[config.mk]
export PLATFORM = sky130hd
export DESIGN_NAME = branch_and_trap_decode
export DESIGN_NICKNAME = d
export VERILOG_FILES = /design/src/branch_trap_pkg.sv /design/src/branch_and_trap_decode.sv
export SDC_FILE = /design/constraint.sdc
export NUM_CORES = 1
export LEC_CHECK = 0
export BUFFER_PORTS_ARGS = -buffer_cell sky130_fd_sc_hd__buf_2
export CAP_MARGIN = 20
export CELL_PAD_IN_SITES_DETAIL_PLACEMENT = 1
export CELL_PAD_IN_SITES_GLOBAL_PLACEMENT = 2
export CORE_ASPECT_RATIO = 1.25
export CORE_MARGIN = 1.5
export CORE_UTILIZATION = 43
export DETAILED_ROUTE_END_ITERATION = 16
export GPL_ROUTABILITY_DRIVEN = 0
export PLACE_DENSITY_LB_ADDON = 0.1
export SYNTH_ARGS = -nofsm -noshare
export SYNTH_HDL_FRONTEND = slang
export SYNTH_SLANG_ARGS = --single-unit
[constraint.sdc]
create_clock -name clk -period 23.4 [get_ports clk]
set_input_delay 2.34 -clock clk [delete_from_list [all_inputs] [get_ports clk]]
set_output_delay 2.34 -clock clk [all_outputs]
set_load 0.01 [all_outputs]
[src/branch_trap_pkg.sv]
// Package: constants, encodings and register map of the branch and trap decoder
package branch_trap_pkg;
    localparam int unsigned CLK_HZ           = 40000000;
    // Cycle budgets in oscillator clock cycles
    localparam int unsigned TRAP_CYCLES      = 8;
    localparam int unsigned CJUMP_CYCLES     = 4;
    localparam int unsigned BJUMP_CYCLES     = 6;
    localparam int unsigned EXT_PENALTY      = 2;
    localparam logic [15:0] TRAP_VECTOR      = 16'h003E;
    localparam logic [1:0]  TRAP_IPL         = 2'h3;
    localparam logic [4:0]  BIT_MAX          = 5'h17;
    // Opcode patterns
    localparam logic [23:0] OPC_TRAP         = 24'h000005;
    localparam logic [7:0]  OPC_CJ_EA_HI     = 8'h0A;
    localparam logic [3:0]  OPC_CJ_SHORT_HI  = 4'hE;
    localparam logic [7:0]  OPC_BJ_HI        = 8'h0A;
    localparam logic [1:0]  BJ_EA_SEL        = 2'h1;
    localparam logic [1:0]  BJ_AA_SEL        = 2'h0;
    localparam logic [1:0]  BJ_PP_SEL        = 2'h2;
    localparam logic [5:0]  EA_ABSOLUTE      = 6'h30;
    localparam logic [15:0] PERIPH_BASE      = 16'hFFC0;
    // Effective-address modes
    localparam logic [2:0]  EA_POSTDEC_N     = 3'h0;
    localparam logic [2:0]  EA_POSTINC_N     = 3'h1;
    localparam logic [2:0]  EA_POSTDEC       = 3'h2;
    localparam logic [2:0]  EA_POSTINC       = 3'h3;
    localparam logic [2:0]  EA_NOUPDATE      = 3'h4;
    localparam logic [2:0]  EA_INDEXED       = 3'h5;
    localparam logic [2:0]  EA_PREDEC        = 3'h7;
    // Status word bit positions
    localparam int unsigned SW_C             = 0;
    localparam int unsigned SW_V             = 1;
    localparam int unsigned SW_Z             = 2;
    localparam int unsigned SW_N             = 3;
    localparam int unsigned SW_U             = 4;
    localparam int unsigned SW_E             = 5;
    localparam int unsigned SW_L             = 6;
    localparam int unsigned SW_IPL_LO        = 8;
    // Register map (byte addresses)
    localparam logic [7:0]  ADDR_CTRL        = 8'h00;
    localparam logic [7:0]  ADDR_INSTR       = 8'h04;
    localparam logic [7:0]  ADDR_EXT         = 8'h08;
    localparam logic [7:0]  ADDR_STATUS      = 8'h0C;
    localparam logic [7:0]  ADDR_PC          = 8'h10;
    localparam logic [7:0]  ADDR_OPERAND     = 8'h14;
    localparam logic [7:0]  ADDR_LOOP        = 8'h18;
    localparam logic [7:0]  ADDR_RESULT      = 8'h1C;
    localparam logic [7:0]  ADDR_AREG        = 8'h20;
    localparam logic [7:0]  ADDR_OPADDR      = 8'h24;
    localparam logic [15:0] PC_RESET         = 16'h0000;
    localparam logic [23:0] SW_RESET         = 24'h000300;
    localparam logic [1:0]  RESP_OKAY        = 2'h0;
    localparam logic [1:0]  RESP_SLVERR      = 2'h2;

    typedef enum logic [3:0] {
        ST_IDLE = 4'b0001,
        ST_EXEC = 4'b0010,
        ST_TRAP = 4'b0100,
        ST_HOLD = 4'b1000
    } exec_state_e;

    typedef enum logic [1:0] {
        OP_NONE = 2'h0,
        OP_TRAP = 2'h1,
        OP_CJ   = 2'h2,
        OP_BJ   = 2'h3
    } op_kind_e;
endpackage

[src/branch_and_trap_decode.sv]
// Decoder and executor of the forced trap, conditional jump and bit-clear jump
module branch_and_trap_decode
    import branch_trap_pkg::*;
(
    input  wire logic        clk,
    input  wire logic        rst,
    input  wire logic [7:0]  s_axi_awaddr,
    input  wire logic        s_axi_awvalid,
    output logic             s_axi_awready,
    input  wire logic [31:0] s_axi_wdata,
    input  wire logic [3:0]  s_axi_wstrb,
    input  wire logic        s_axi_wvalid,
    output logic             s_axi_wready,
    output logic [1:0]       s_axi_bresp,
    output logic             s_axi_bvalid,
    input  wire logic        s_axi_bready,
    input  wire logic [7:0]  s_axi_araddr,
    input  wire logic        s_axi_arvalid,
    output logic             s_axi_arready,
    output logic [31:0]      s_axi_rdata,
    output logic [1:0]       s_axi_rresp,
    output logic             s_axi_rvalid,
    input  wire logic        s_axi_rready,
    output logic             busy
);
    import branch_trap_pkg::*;

    // ************************************************
    // State
    // ************************************************
    typedef struct packed {
        exec_state_e state;
        op_kind_e    kind;
        logic [7:0]  cnt;
        logic [23:0] instr;
        logic [23:0] ext;
        logic [23:0] statusWord;
        logic [15:0] pc;
        logic [15:0] retPc;
        logic [23:0] operand;
        logic [15:0] loopEnd;
        logic [15:0] loopCounter;
        logic [15:0] areg;
        logic [15:0] nreg;
        logic [15:0] opAddr;
        logic        taken;
        logic        repeatOn;
        logic        trapPend;
        logic        loopIntr;
        logic        trapCount;
        logic        awGot;
        logic        wGot;
        logic [7:0]  awAddr;
        logic [31:0] wData;
        logic        bValid;
        logic [1:0]  bResp;
        logic        rValid;
        logic [31:0] rData;
        logic [1:0]  rResp;
    } state_s;

    state_s cur_r;
    state_s cur_nxt;

    // ************************************************
    // Functions
    // ************************************************
    function automatic logic cond_true(input logic [3:0] cc, input logic [23:0] sw);
        logic base;
        logic nv;
        base = 1'b0;
        nv   = sw[SW_N] ^ sw[SW_V];
        unique case (cc[2:0])
            3'h0: base = ~sw[SW_C];
            3'h1: base = ~nv;
            3'h2: base = ~sw[SW_Z];
            3'h3: base = ~sw[SW_N];
            3'h4: base = ~(sw[SW_Z] | (~sw[SW_U] & ~sw[SW_E]));
            3'h5: base = ~sw[SW_E];
            3'h6: base = ~sw[SW_L];
            3'h7: base = ~(sw[SW_Z] | nv);
        endcase
        return cc[3] ? ~base : base;
    endfunction

    // Effective address and post-update of the address register
    function automatic logic [31:0] ea_calc(input logic [5:0] ea, input logic [15:0] r,
                                            input logic [15:0] n, input logic [15:0] extw);
        logic [15:0] addr;
        logic [15:0] upd;
        addr = r;
        upd  = r;
        if (ea == EA_ABSOLUTE) begin
            addr = extw;
        end else begin
            unique case (ea[5:3])
                EA_POSTDEC_N: upd = r - n;
                EA_POSTINC_N: upd = r + n;
                EA_POSTDEC:   upd = r - 16'h0001;
                EA_POSTINC:   upd = r + 16'h0001;
                EA_INDEXED:   addr = r + n;
                EA_PREDEC: begin
                    addr = r - 16'h0001;
                    upd  = addr;
                end
                default:      upd = r;
            endcase
        end
        return {addr, upd};
    endfunction

    // ************************************************
    // Next state
    // ************************************************
    logic [31:0] eaRes;
    logic        cjShort;
    logic        cjEa;
    logic        bjForm;
    logic        eaExt;
    logic [7:0]  budget;
    logic [15:0] bjAddr;

    always_comb begin
        cur_nxt = cur_r;
        eaRes   = ea_calc(cur_r.instr[13:8], cur_r.areg, cur_r.nreg, cur_r.ext[15:0]);
        cjShort = cur_r.instr[23:20] == OPC_CJ_SHORT_HI;
        cjEa    = cur_r.instr[23:16] == OPC_CJ_EA_HI && cur_r.instr[15:14] == 2'h3
                  && cur_r.instr[7:4] == 4'hA;
        bjForm  = cur_r.instr[23:16] == OPC_BJ_HI && cur_r.instr[7] == 1'b1
                  && cur_r.instr[5] == 1'b0 && !cjEa;
        eaExt   = cjEa && cur_r.instr[13:8] == EA_ABSOLUTE;
        budget  = 8'(CJUMP_CYCLES);
        bjAddr  = eaRes[31:16];
        unique case (cur_r.instr[15:14])
            BJ_AA_SEL: bjAddr = {10'h000, cur_r.instr[13:8]};
            BJ_PP_SEL: bjAddr = PERIPH_BASE | {10'h000, cur_r.instr[13:8]};
            default:   bjAddr = eaRes[31:16];
        endcase

        // AXI write
        if (s_axi_awvalid && !cur_r.awGot) begin
            cur_nxt.awGot  = 1'b1;
            cur_nxt.awAddr = s_axi_awaddr;
        end
        if (s_axi_wvalid && !cur_r.wGot) begin
            cur_nxt.wGot  = 1'b1;
            cur_nxt.wData = s_axi_wdata;
        end
        if (cur_r.awGot && cur_r.wGot && !cur_r.bValid) begin
            cur_nxt.awGot  = 1'b0;
            cur_nxt.wGot   = 1'b0;
            cur_nxt.bValid = 1'b1;
            cur_nxt.bResp  = RESP_OKAY;
            unique case (cur_r.awAddr)
                ADDR_CTRL: begin
                    cur_nxt.repeatOn = cur_r.wData[1];
                    cur_nxt.loopIntr = cur_r.wData[2];
                    if (cur_r.wData[0] && cur_r.state == ST_IDLE) begin
                        cur_nxt.state    = ST_EXEC;
                        cur_nxt.cnt      = 8'h00;
                        cur_nxt.trapPend = 1'b0;
                    end
                end
                ADDR_INSTR:   cur_nxt.instr       = cur_r.wData[23:0];
                ADDR_EXT:     cur_nxt.ext         = cur_r.wData[23:0];
                ADDR_STATUS:  cur_nxt.statusWord  = cur_r.wData[23:0];
                ADDR_PC:      cur_nxt.pc          = cur_r.wData[15:0];
                ADDR_OPERAND: cur_nxt.operand     = cur_r.wData[23:0];
                ADDR_LOOP: begin
                    cur_nxt.loopEnd     = cur_r.wData[15:0];
                    cur_nxt.loopCounter = cur_r.wData[31:16];
                end
                ADDR_AREG: begin
                    cur_nxt.areg = cur_r.wData[15:0];
                    cur_nxt.nreg = cur_r.wData[31:16];
                end
                default:      cur_nxt.bResp = RESP_SLVERR;
            endcase
        end
        if (cur_r.bValid && s_axi_bready) begin
            cur_nxt.bValid = 1'b0;
        end

        // AXI read
        if (s_axi_arvalid && !cur_r.rValid) begin
            cur_nxt.rValid = 1'b1;
            cur_nxt.rResp  = RESP_OKAY;
            unique case (s_axi_araddr)
                ADDR_CTRL:    cur_nxt.rData = {29'h0, cur_r.loopIntr, cur_r.repeatOn,
                                               cur_r.state != ST_IDLE};
                ADDR_INSTR:   cur_nxt.rData = {8'h00, cur_r.instr};
                ADDR_EXT:     cur_nxt.rData = {8'h00, cur_r.ext};
                ADDR_STATUS:  cur_nxt.rData = {8'h00, cur_r.statusWord};
                ADDR_PC:      cur_nxt.rData = {16'h0000, cur_r.pc};
                ADDR_OPERAND: cur_nxt.rData = {8'h00, cur_r.operand};
                ADDR_LOOP:    cur_nxt.rData = {cur_r.loopCounter, cur_r.loopEnd};
                ADDR_RESULT:  cur_nxt.rData = {cur_r.retPc, 12'h000, cur_r.trapPend,
                                               cur_r.taken, cur_r.kind};
                ADDR_AREG:    cur_nxt.rData = {cur_r.nreg, cur_r.areg};
                ADDR_OPADDR:  cur_nxt.rData = {16'h0000, cur_r.opAddr};
                default: begin
                    cur_nxt.rData = 32'h00000000;
                    cur_nxt.rResp = RESP_SLVERR;
                end
            endcase
        end
        if (cur_r.rValid && s_axi_rready) begin
            cur_nxt.rValid = 1'b0;
        end

        // Execution sequencer
        unique case (cur_r.state)
            ST_IDLE: ;
            ST_EXEC: begin
                if (cur_r.cnt == 8'h00) begin
                    cur_nxt.taken = 1'b0;
                    if (cur_r.instr == OPC_TRAP) begin
                        cur_nxt.kind = OP_TRAP;
                        cur_nxt.state = ST_TRAP;
                    end else if (cjShort || cjEa) begin
                        cur_nxt.kind = OP_CJ;
                    end else if (bjForm) begin
                        cur_nxt.kind = OP_BJ;
                    end else begin
                        cur_nxt.kind = OP_NONE;
                        cur_nxt.state = ST_IDLE;
                    end
                end
                if (cur_r.kind == OP_BJ) begin
                    budget = 8'(BJUMP_CYCLES + EXT_PENALTY);
                end else if (eaExt) begin
                    budget = 8'(CJUMP_CYCLES + EXT_PENALTY);
                end
                // The decode cycle counts as the first cycle of every operation
                if (cur_r.cnt != 8'h00) begin
                    cur_nxt.cnt = cur_r.cnt + 8'h01;
                end else begin
                    cur_nxt.cnt = 8'h01;
                end
                // Commit on the last cycle; status flags never written
                if (cur_r.cnt == budget - 8'h01 && cur_r.kind == OP_CJ) begin
                    cur_nxt.state = ST_IDLE;
                    if (cjEa) begin
                        cur_nxt.areg = eaRes[15:0];
                    end
                    cur_nxt.taken = cond_true(cur_r.instr[3:0], cur_r.statusWord);
                    if (!cond_true(cur_r.instr[3:0], cur_r.statusWord)) begin
                        cur_nxt.pc = cur_r.pc + 16'h0001;
                    end else if (cjShort) begin
                        cur_nxt.pc = {4'h0, cur_r.instr[15:4]};
                    end else begin
                        cur_nxt.pc = eaRes[31:16];
                    end
                end
                if (cur_r.cnt == budget - 8'h01 && cur_r.kind == OP_BJ) begin
                    cur_nxt.state  = ST_IDLE;
                    cur_nxt.opAddr = bjAddr;
                    if (cur_r.instr[15:14] == BJ_EA_SEL) begin
                        cur_nxt.areg = eaRes[15:0];
                    end
                    // Bit numbers above 23 are treated as a set bit
                    cur_nxt.taken = cur_r.instr[4:0] <= BIT_MAX
                                    && !cur_r.operand[cur_r.instr[4:0]];
                    if (cur_nxt.taken) begin
                        cur_nxt.pc = cur_r.ext[15:0];
                    end else begin
                        cur_nxt.pc = cur_r.pc + 16'h0001;
                    end
                end
            end
            ST_TRAP: begin
                cur_nxt.cnt = cur_r.cnt + 8'h01;
                if (cur_r.cnt == 8'(TRAP_CYCLES - 1)) begin
                    cur_nxt.pc = cur_r.pc + 16'h0001;
                    if (cur_r.loopIntr && cur_r.pc == cur_r.loopEnd) begin
                        cur_nxt.loopCounter = cur_r.loopCounter - 16'h0002;
                    end
                    cur_nxt.state = cur_r.repeatOn ? ST_HOLD : ST_IDLE;
                    if (!cur_r.repeatOn) begin
                        cur_nxt.retPc = cur_r.pc;
                        cur_nxt.pc    = TRAP_VECTOR;
                        cur_nxt.statusWord[SW_IPL_LO+:2] = TRAP_IPL;
                        cur_nxt.trapPend = 1'b1;
                    end
                end
            end
            ST_HOLD: begin
                // Exception deferred until the repeat is released
                if (!cur_r.repeatOn) begin
                    cur_nxt.retPc    = cur_r.pc + 16'h0001;
                    cur_nxt.pc       = TRAP_VECTOR;
                    cur_nxt.statusWord[SW_IPL_LO+:2] = TRAP_IPL;
                    cur_nxt.trapPend = 1'b1;
                    cur_nxt.state    = ST_IDLE;
                end
            end
        endcase
    end

    always_ff @(posedge clk or posedge rst) begin
        if (rst) begin
            cur_r <= '{state: ST_IDLE, kind: OP_NONE, statusWord: SW_RESET, pc: PC_RESET,
                       bResp: RESP_OKAY, rResp: RESP_OKAY, default: '0};
        end else begin
            cur_r <= cur_nxt;
        end
    end

    // ************************************************
    // Outputs
    // ************************************************
    assign s_axi_awready = !cur_r.awGot;
    assign s_axi_wready  = !cur_r.wGot;
    assign s_axi_bvalid  = cur_r.bValid;
    assign s_axi_bresp   = cur_r.bResp;
    assign s_axi_arready = !cur_r.rValid;
    assign s_axi_rvalid  = cur_r.rValid;
    assign s_axi_rdata   = cur_r.rData;
    assign s_axi_rresp   = cur_r.rResp;
    assign busy          = cur_r.state != ST_IDLE;

    // ************************************************
    // Assertions
    // ************************************************
    AST_TRAP_VECTOR: assert property (@(posedge clk) disable iff (rst)
        $rose(cur_r.trapPend) |-> cur_r.pc == TRAP_VECTOR)
        else $error("trap did not vector");
    AST_TRAP_IPL: assert property (@(posedge clk) disable iff (rst)
        $rose(cur_r.trapPend) |-> cur_r.statusWord[SW_IPL_LO+:2] == TRAP_IPL)
        else $error("priority mask not raised");
    AST_TRAP_LEN: assert property (@(posedge clk) disable iff (rst)
        $rose(cur_r.state == ST_TRAP) |-> (cur_r.state == ST_TRAP) [*7] ##1 cur_r.state != ST_TRAP)
        else $error("trap length wrong");
    AST_TRAP_HOLD: assert property (@(posedge clk) disable iff (rst)
        cur_r.state == ST_HOLD && cur_r.repeatOn |=> !$rose(cur_r.trapPend))
        else $error("trap taken during repeat");
    AST_FLAGS_KEPT: assert property (@(posedge clk) disable iff (rst)
        cur_r.state != ST_IDLE |=> cur_r.statusWord[7:0] == $past(cur_r.statusWord[7:0]))
        else $error("condition flags changed");
    AST_CJ_NOT_TAKEN: assert property (@(posedge clk) disable iff (rst)
        cur_r.state == ST_EXEC && cur_nxt.state == ST_IDLE && cur_r.kind != OP_NONE
        && !cur_nxt.taken |=> cur_r.pc == $past(cur_r.pc) + 16'h0001)
        else $error("not-taken jump did not increment");
    AST_CJ_LEN: assert property (@(posedge clk) disable iff (rst)
        $rose(cur_r.state == ST_EXEC) && cjShort |-> (cur_r.state == ST_EXEC) [*4] ##1 !busy)
        else $error("conditional jump length wrong");
    AST_BJ_LEN: assert property (@(posedge clk) disable iff (rst)
        $rose(cur_r.state == ST_EXEC) && bjForm |-> (cur_r.state == ST_EXEC) [*8] ##1 !busy)
        else $error("bit jump length wrong");
    AST_BJ_TARGET: assert property (@(posedge clk) disable iff (rst)
        cur_r.kind == OP_BJ && $fell(busy) && cur_r.taken |-> cur_r.pc == cur_r.ext[15:0])
        else $error("bit jump target wrong");
endmodule

==> results_dict.tcl, run 1 <==
set metrics [dict create \
    synth.largest_area_cell "dfrtp_1" \
    worstSetupPathType "reg2reg" \
    synth_area_leaders "dfrtp_1 (40%), mux2_2 (9.4%), nand2_1 (4.3%)" \
    syn2layout_area_growth_pct 10.5 \
    grt_pass1_wl_mm 115 \
    io_buffers 94 \
    grt_max_degree 155 \
    htree_levels 2 \
    cts_hold_buf 0 \
    skew_ns 0.0280 \
    clkTransAtPathRegs_ns 0.06 \
    maxSlewHeadroom_pct 21.0 \
    cts_setup_buffers 0 \
    multi_input_area_um2 10400 \
    die_w_um 191 \
    ys.flop_type "dfrtp_1" \
    outcome "finished clean" \
    cts_buffers 35 \
    start_kind "register" \
    max-cap-violations 0 \
    grtUsageTotal_pct 33.9 \
    finalSetupViolCount 0 \
    finalPower_uw 2670 \
    clock_latency_ns 0.56 \
    ys_warn_count 0 \
    slew_violations 0 \
    hold_violations 0 \
    worstPathArrival_ns 5.08 \
    tightest_slew_ns 1.18 \
    routedWlPerCell_um 29.0 \
    drive_gt1_share_pct 19.9 \
    async_flop_share_pct 100 \
    synth-seq-cells 304 \
    dp_hpwl_mm 55.5 \
    path_common_cell "buf_4" \
    required_ns 23.85 \
    p_leak_uw 0.00984 \
    cts_tree "done" \
    final_cell_mix "dfrtp_1 (301), nand2_1 (215), nor2_1 (163)" \
    grt_pass1_vias 17800 \
    postSynthCellCount 2045 \
    drc 0 \
    vias 17100 \
    nNetsFinal 2138 \
    path_max_fanout 29 \
    rsz0062_at_grt "false" \
    layout_commonest_cell "dfrtp_1" \
    viasPerCell 6.51 \
    initial_utilization_pct 43.8 \
    cts_sinks 304 \
    finalCritPeriodShare_pct 19.8 \
    ios 101 \
    diodes 0 \
    vdd_drop_max_v 0.000106 \
    avgSynthCellArea_um2 9.27 \
    num_rows 85 \
    fin_setup_tns_ns 0 \
    hold_path.class "reg2reg" \
    crit_slowest_cell "dfrtp_1" \
    crit_chain "buf_4 -> nor2b_1 -> buf_4 -> nand3_1 -> buf_4 -> o311a_1 -> a211oi_4 -> buf_4 -> or3_4 -> and2_1 -> or3_1 -> o21ai_0 -> a41oi_1" \
    post_cts_resized 0 \
    seq_area_um2 7610 \
    clockRootBuffer "clkbuf_16" \
    yosysUniqueCellTypes 85 \
    nFillCells 4936 \
    power_density_nw_per_um2 128 \
    wl_mm 76.3 \
    synth-edff-count 0 \
    fp.dieH_um 238 \
    cp_slowest_stage_delay_ns 0.87 \
    drtPass1Iterations 6 \
    worst_setup_path_end_kind "register" \
    coreArea_um2 43300 \
    drt_iter0_drc 1233 \
    r2r_cells 13 \
    fmax_ghz 0.216 \
    antenna_found_initial 1 \
    floorplan.die_area_um2 45400 \
    period_needed_ns 4.63 \
    syn_area_um2 19000 \
    ys_seq_area_share_pct 40.2 \
    cts_buffer_depth 3 \
    gr-total-overflow 0 \
    worstHoldPathCells 2 \
    ant_nets 0 \
    synth_top_area_share_pct 39.7 \
]
-- metrics by stage --
stage	utilization (%)	hold WS [ns]	area, um2	setup slack (ns)	cells
finish	48.4	0.472	20900	18.77	2633
global route	48.4	0.498	20900	18.53	2633
CTS	48.3	0.480	20900	18.73	2631
detailed placement	45.5	0.468	19700	18.60	2567
global placement	45.5	0.460	19700	18.63	2567
floorplan	-	0.447	19000	12.66	2046
-- kinds of logic (layout without fill, tap and decap cells) --
family,count (synthesis),count (layout),share of synthesized area (%)
and+or+nand+nor,649,649,16.4
AOI/OAI and AO/OA,559,559,20.3
DFF,304,304,40.2
buffers and inverters,222,244,5.20
muxes,189,189,11.5
xor gates and xnor gates,82,82,3.79
adders and majority gates,39,39,2.64
other,1,2,0.0198
-- sequential cells by signal, summed over array words and instances (netlist names) --
name	cells
s_axi_rdata	32
s_axi_rvalid	1
cur_r	268
s_axi_bresp	1
s_axi_rresp	1
s_axi_bvalid	1
-- worst max-delay path: cells and delay by family (launching register included) --
family	cells	cell delay, ns
buffers and inverters	4	1.27
AOI/OAI and AO/OA	4	0.82
DFF	1	0.87
and+or+nand+nor	5	1.51
-- metal layers --
layer | track usage, % | up-vias | part of all wire, %
li1 | - | 7481 | -
met1 | 43.0 | 8779 | 40
met2 | 56.1 | 672 | 48
met3 | 4.13 | 213 | 5.9
met4 | 18.4 | 0 | 6.1
met5 | 0 | - | 0
-- Yosys cell counts, types with 16 or more instances --
cell type    n
mux2i_1     21
a21oi_1    107
and3_1      18
or3_1       19
xor2_1      49
a22oi_1     84
nor3_1      47
xnor2_1     33
nor4_1      16
a211oi_1    28
nor2b_1     17
a222oi_1    17
a22o_1      32
buf_4       38
nor2_1     170
a21o_1      23
nand4_1     22
nand2b_1    17
ha_1        36
nand2_1    216
dfrtp_1    301
nand3_1     51
mux2_2     159
inv_1       46
clkbuf_1   123
o21ai_0    116
-- path summary, 6_finish.rpt --
path	start	endpoint	slack, ns
setup / recovery	cur_r[281]	cur_r[127]	18.77
hold / removal	s_axi_rdata[26]	s_axi_rdata[26]	0.47
setup reg to reg	cur_r[281]	cur_r[127]	18.77
hold reg to reg	s_axi_rdata[26]	s_axi_rdata[26]	0.47
max in group asynchronous	rst	cur_r[123]	19.57
min in group asynchronous	rst	cur_r[296]	1.85
-- where the power goes --
part | switching, uW | internal [uW] | leakage, uW | total, uW
clock network | 246 | 349 | 0.000603 | 594
logic | 662 | 488 | 0.00512 | 1150
registers | 281 | 649 | 0.00411 | 930
-- area by class of cell --
| cell class | instances | share of cell area, % |
|---|---|---|
| multi-input cells | 1520 | 49.7 |
| clock buffers | 45 | 4.74 |
| repair buffers | 133 | 3.76 |
| clock inverters | 19 | 1.19 |
| inverters | 47 | 0.878 |
| well taps | 565 | 3.38 |
| flip-flops and latches | 304 | 36.3 |
Note: power is estimated with default switching activity, not from simulation.
==> run 2, diff against run 1 <==
Settings changed: ABC_AREA set to 1, CORE_UTILIZATION 43 to 36.
Clock period 23.4 ns to 4.4 ns, I/O delays scaled along.
==> run 2 against run 1 <==
Highest routed layer is now met5. Routed wire length up 19%. Critical path type unchanged. Largest cell class unchanged. Sequential cell count stayed put. Area after synthesis increased by 5.2%.
==> results_dict.tcl, run 2 <==
set metrics [dict create \
    coreArea_um2 54800 \
    drtPass1Iterations 5 \
    drc 0 \
    synth_commonest_cells "nand2_1 (824), inv_1 (343), dfrtp_1 (301)" \
    r2r_cells 21 \
    ant_nets 0 \
    synth_xor_area_share_pct 1.32 \
    clockRootBuffer "clkbuf_16" \
    slew_violations 0 \
    synth-simple-area-share_pct 30.2 \
    rsz0062_at_grt "false" \
    async_flop_share_pct 100 \
    max-cap-violations 0 \
    pwr-share-seq_pct 30.5 \
    power_density_nw_per_um2 617 \
    muxShareOfSynthArea_pct 0.395 \
    cts_buffer_depth 3 \
    required_ns 4.84 \
    synth_top_family_by_area "simple AND/OR/NAND/NOR gates" \
    clock_latency_ns 0.59 \
    cts_buffers 36 \
    yosysUniqueCellTypes 61 \
    synth-adder-area-share_pct 2.46 \
    crit_chain "inv_1 -> ha_1 -> nand2_1 -> inv_1 -> nand2_1 -> nor2_1 -> inv_1 -> or2_2 -> nor2_1 -> nand2_1 -> inv_1 -> nand2_1 -> a211oi_1 -> ha_1 -> a21oi_1 -> a21boi_0 -> nand3_1 -> o21ai_0 -> nand3b_1 -> nand4_1 -> o21ai_1" \
    post_cts_resized 0 \
    io_buffers 94 \
    fmax_ghz 0.268 \
    viasPerCell 5.59 \
    tightest_slew_ns 1.04 \
    hold_path.class "in2async" \
    p_int_uw 7060 \
    worstPathArrival_ns 4.17 \
    syn2layout_area_growth_pct 11.4 \
    start_kind "register" \
    cp.depth 21 \
    cts_hold_buf 0 \
    syn_area_um2 19900 \
    initial_utilization_pct 36.4 \
    sw_frac_of_total_pct 48.4 \
    cpLargestDelayFamily "simple AND/OR/NAND/NOR gates" \
    floorplan.die_area_um2 56800 \
    synth-edff-count 0 \
    synth_area_leaders "dfrtp_1 (38%), nand2_1 (16%), o21ai_0 (6.9%)" \
    grt_pass1_wl_mm 136 \
    critical_path_buf_inv_count 4 \
    p_sw_uw 6630 \
    ys_warn_count 0 \
    hold_violations 0 \
    vdd_drop_max_v 0.000334 \
    path_max_fanout 5 \
    drt_iter0_drc 1579 \
    fp.dieH_um 266 \
    cts_tree "done" \
    htree_levels 2 \
    ys_seq_area_share_pct 38.2 \
    final_cell_mix "nand2_1 (823), inv_1 (342), dfrtp_1 (301)" \
    drive_gt1_share_pct 8.17 \
    synth_top_area_share_pct 37.8 \
    skew_ns 0.0313 \
    synth.largest_area_cell "dfrtp_1" \
    dp_slack_ns 0.578 \
    p_clk_share_pct 22.8 \
    yosysMostFrequentCell "nand2_1" \
    cts_sinks 304 \
    worstSetupPathType "reg2reg" \
    p_leak_uw 0.0109 \
    grt_pass1_vias 21100 \
    grt_max_degree 103 \
    postLayoutSetupSlackWorst_ns 0.670 \
    wl_mm 90.9 \
    combPwrFrac_pct 46.7 \
    gr-total-overflow 0 \
    final_cells 3710 \
    finalSetupViolCount 0 \
    nNetsFinal 3042 \
    die_w_um 213 \
    vias 20700 \
    avgSynthCellArea_um2 6.83 \
    finalCritPeriodShare_pct 84.8 \
    clkTransAtPathRegs_ns 0.06 \
    crit_slowest_cell "dfrtp_1" \
    routedWlPerCell_um 24.5 \
    dp_hpwl_mm 70.5 \
    postSynthCellCount 2917 \
    outcome "finished clean" \
    cts_setup_buffers 0 \
    dp_cells 3642 \
    synth-compound-area-share_pct 17.2 \
    antenna_found_initial 4 \
    cp_slowest_stage_delay_ns 0.38 \
    period_needed_ns 3.73 \
    ios 101 \
    regMostFlops "cur_r" \
    worst_setup_path_end_kind "register" \
    layout_commonest_cell "nand2_1" \
    synth-seq-cells 304 \
    grtUsageTotal_pct 32.5 \
    num_rows 96 \
    largest_reg_flops 268 \
    maxSlewHeadroom_pct 30.2 \
    ys.flop_type "dfrtp_1" \
]
run 2: routing by layer:
metal / track usage [%] / part of all wire [%] / wire length [um]
met1: 42.1 / 43 / 38600
met2: 52.7 / 47 / 42300
met3: 4.57 / 5.4 / 4900
met4: 16.3 / 5.5 / 4970
met5: 0 / 0.021 / 19
run 2: stage by stage:
step / setup TNS (ns) / hold slack [ns] / cell area [um2] / total power, uW / util [%]
floorplan: -24.25 / 0.440 / 19900 / 8090 / -
global placement: 0 / 0.459 / 21000 / 10400 / 38.3
detailed placement: 0 / 0.461 / 21000 / 10600 / 38.3
CTS: 0 / 0.00687 / 22200 / 13700 / 40.5
global route: 0 / 0.0305 / 22200 / 14600 / 40.5
finish: 0 / 0.00767 / 22200 / 13700 / 40.5
run 2: power groups by stage:
stage | clock network (uW) | registers (uW) | logic (uW)
floorplan | 0 | 3830 | 4260
global placement | 0 | 4170 | 6200
detailed placement | 0 | 4190 | 6360
CTS | 3180 | 4150 | 6390
global route | 3280 | 4230 | 7120
finish | 3130 | 4170 | 6390
run 2: path summary, 6_finish.rpt:
path	start	endpoint	slack, ns
max	cur_r[101]	cur_r[128]	0.67
min	rst	s_axi_rdata[24]	0.008
max reg2reg	cur_r[101]	cur_r[128]	0.67
min reg2reg	cur_r[134]	cur_r[134]	0.48
max in group asynchronous	rst	s_axi_rdata[1]	3.32
min in group clk	s_axi_rready	s_axi_rvalid	0.05
run 2: layout make-up:
| type | instances | area (um2) |
|---|---|---|
| clock buffers | 54 | 1080 |
| clock inverters | 12 | 133 |
| well taps | 735 | 920 |
| fillers | 7121 | 32600 |
| diodes | 2 | 5.00 |
| inverters | 349 | 1320 |
| repair buffers | 135 | 816 |
| flip-flops and latches | 304 | 7610 |
| multi-input cells | 2119 | 10300 |
run 2: cell families (layout without fill, tap and decap cells):
| group | after synthesis | after routing |
|---|---|---|
| flops | 304 | 304 |
| mux | 7 | 7 |
| simple gates | 1441 | 1441 |
| fa+ha+maj | 38 | 38 |
| compound gates | 601 | 601 |
| xor+xnor | 30 | 30 |
| other cells | 1 | 4 |
| buf+inv | 495 | 550 |
==> run 3, diff against run 2 <==
Settings changed: CORE_UTILIZATION 36 to 32.
Clock period 4.4 ns to 3.2 ns, I/O delays scaled along.
==> run 3 against run 2 <==
Maximum frequency is 18% higher. Sequential share of layout area down 2.3 points. Largest cell class unchanged. Critical path type unchanged. Final cell count grew 6.2%. Die area grew 12%. Via count increased by 3.4%. Utilization fell by 2.0 points. Clock-buffer cell count is 1 lower. Worst setup slack worse by 0.64 ns.
==> results_dict.tcl, run 3 (synthesis gave the netlist of run 2 again) <==
set metrics [dict create \
    dp_hpwl_mm 77.5 \
    grt_pass1_wl_mm 146 \
    finalCritPeriodShare_pct 99.1 \
    ios 101 \
    grt_pass1_vias 22100 \
    dp_slack_ns -0.241 \
    clkTransAtPathRegs_ns 0.06 \
    coreArea_um2 61800 \
    floorplan.die_area_um2 63800 \
    drc 0 \
    clock_latency_ns 0.58 \
    slew_violations 0 \
    skew_ns 0.0159 \
    p_sw_uw 10100 \
    whs_ns 0.0171 \
    pwr-share-seq_pct 26.1 \
    grtUsageTotal_pct 31.3 \
    die_w_um 226 \
    worstPathArrival_ns 3.68 \
    fmax_ghz 0.315 \
    tightest_slew_ns 0.802 \
    maxSlewHeadroom_pct 46.4 \
    grt.busiest_layer "met2" \
    p_leak_uw 0.0117 \
    cts_sinks 304 \
    htree_levels 2 \
    viasPerCell 5.45 \
    rsz0062_at_grt "true" \
    required_ns 3.71 \
    fp.dieH_um 282 \
    layout_commonest_cell "nand2_1" \
    worstSetupPathType "reg2reg" \
    grt_use_met1_pct 40.2 \
    path_max_fanout 3 \
    timing.rr.start "cur_r[101]" \
    crit_start "cur_r[101]" \
    postLayoutSetupSlackWorst_ns 0.0296 \
    reg2reg_slack_ns 0.03 \
    ant_nets 0 \
    cts_buffer_depth 3 \
    drive_gt1_share_pct 13.5 \
    nNetsFinal 3176 \
    num_rows 102 \
    combPwrFrac_pct 52.7 \
    antenna_found_initial 1 \
    drt_iter0_drc 1363 \
    vdd_drop_max_v 0.000493 \
    cts_buffers 37 \
    r2r-end "cur_r[132]" \
    gr-total-overflow 0 \
    hold_path.class "in2reg" \
    start_kind "register" \
    r2r_cells 24 \
    gr-usage-met3_pct 3.41 \
    worst_setup_path_end_kind "register" \
    max-cap-violations 0 \
    largest_reg_flops 268 \
    clockRootBuffer "clkbuf_16" \
    outcome "finished clean" \
    sw_frac_of_total_pct 46.8 \
    grt_max_degree 63 \
    p_clk_share_pct 21.1 \
    diodes 0 \
    p_int_uw 11500 \
    cp-endpoint "cur_r[132]" \
    grt_util_met2_pct 52.1 \
    drtPass1Iterations 7 \
    io_buffers 94 \
    period_needed_ns 3.17 \
    initial_utilization_pct 32.3 \
    hold_violations 0 \
    finalSetupViolCount 0 \
    power_density_nw_per_um2 907 \
    final_util_pct 38.6 \
    cts_tree "done" \
    regMostFlops "cur_r" \
    final_cell_mix "nand2_1 (808), inv_1 (335), dfrtp_1 (301)" \
    syn2layout_area_growth_pct 19.5 \
    wl_mm 98.8 \
    routedWlPerCell_um 25.1 \
    vias 21500 \
]
==> run 3: changes by cell type in the layout (fill, tap and decap cells not counted), sizes merged <==
cell,previous run,this run
buf,135,247
dlygate4sd3,0,21
bufinv,1,4
clkinv,10,7
inv,346,349
diode,2,0
clkbuf,54,53
clkinvlp,4,3
==> run 3: through the flow <==
stage | instances | total power (uW) | setup TNS (ns) | area, um2
2_1_floorplan | 2918 | 11100 | -349.55 | 19900
5_1_grt | 3939 | 23000 | -0.947 | 23800
4_1_cts | 3930 | 20400 | 0 | 23500
3_5_place_dp | 3841 | 15500 | -1.02 | 22000
3_3_place_gp | 3841 | 15300 | -0.684 | 22000
6_report | 3939 | 21600 | 0 | 23800
==> run 3: timing repair <==
item	in CTS	in global routing
pin swaps	5	29
hold buffers	21	0
hold endpoints to repair	37	0
buffers inserted	1	9
resized for setup	23	61
endpoints found under the setup margin	7	10
==> run 3: area by class of cell <==
class | instances | area, um2
fill | 7892 | 38000
multi-input combinational | 2119 | 10600
sequential | 304 | 7610
timing repair buffer | 268 | 1970
inverter | 349 | 1320
clock buffer | 53 | 1090
tap | 832 | 1040
clock inverter | 14 | 186
==> run 3: power groups by stage <==
stage | registers [uW] | clock network (uW) | logic, uW
after floorplan | 5260 | 0 | 5860
after global placement | 5640 | 0 | 9650
after detailed placement | 5670 | 0 | 9850
after CTS | 5610 | 4640 | 10200
after global routing | 5730 | 4770 | 12500
final | 5640 | 4570 | 11400
==> run 3: routing by layer <==
metal	share of wire [%]	vias to the layer above
met1	42	10700
met5	0	-
li1	-	9899
met3	4.9	194
met4	5.7	0
met2	47	663
==> run 3: worst max-delay path, stage by stage (launching register included) <==
cell and delay, ns:
dfrtp_1 0.39, inv_2 0.08, ha_4 0.13, nand2_2 0.05, inv_2 0.06, nand2_2 0.05, nor2_1 0.08, inv_1 0.06
or2_4 0.25, nor2_4 0.12, nand2_4 0.08, buf_4 0.16, nor3_4 0.16, a21oi_1 0.09, nor3_1 0.15, ha_1 0.29
a21oi_1 0.18, o21ai_1 0.12, nor2_1 0.13, nand2_1 0.08, nand3_1 0.08, nand2_1 0.06, o21bai_1 0.12, nand3_1 0.09
nand2_1 0.06
==> run 3: worst min path at each step <==
stage                         start            to  slack (ns)  cells past startpoint
floorplan              s_axi_bready  s_axi_bvalid        0.42                      1
detailed placement              rst    cur_r[114]        0.43                      2
CTS                 s_axi_awaddr[5]     cur_r[75]       0.002                      3
finish              s_axi_wdata[26]     cur_r[64]        0.02                      3
global route        s_axi_wdata[23]     cur_r[61]        0.02                      3
global placement                rst    cur_r[114]        0.44                      2
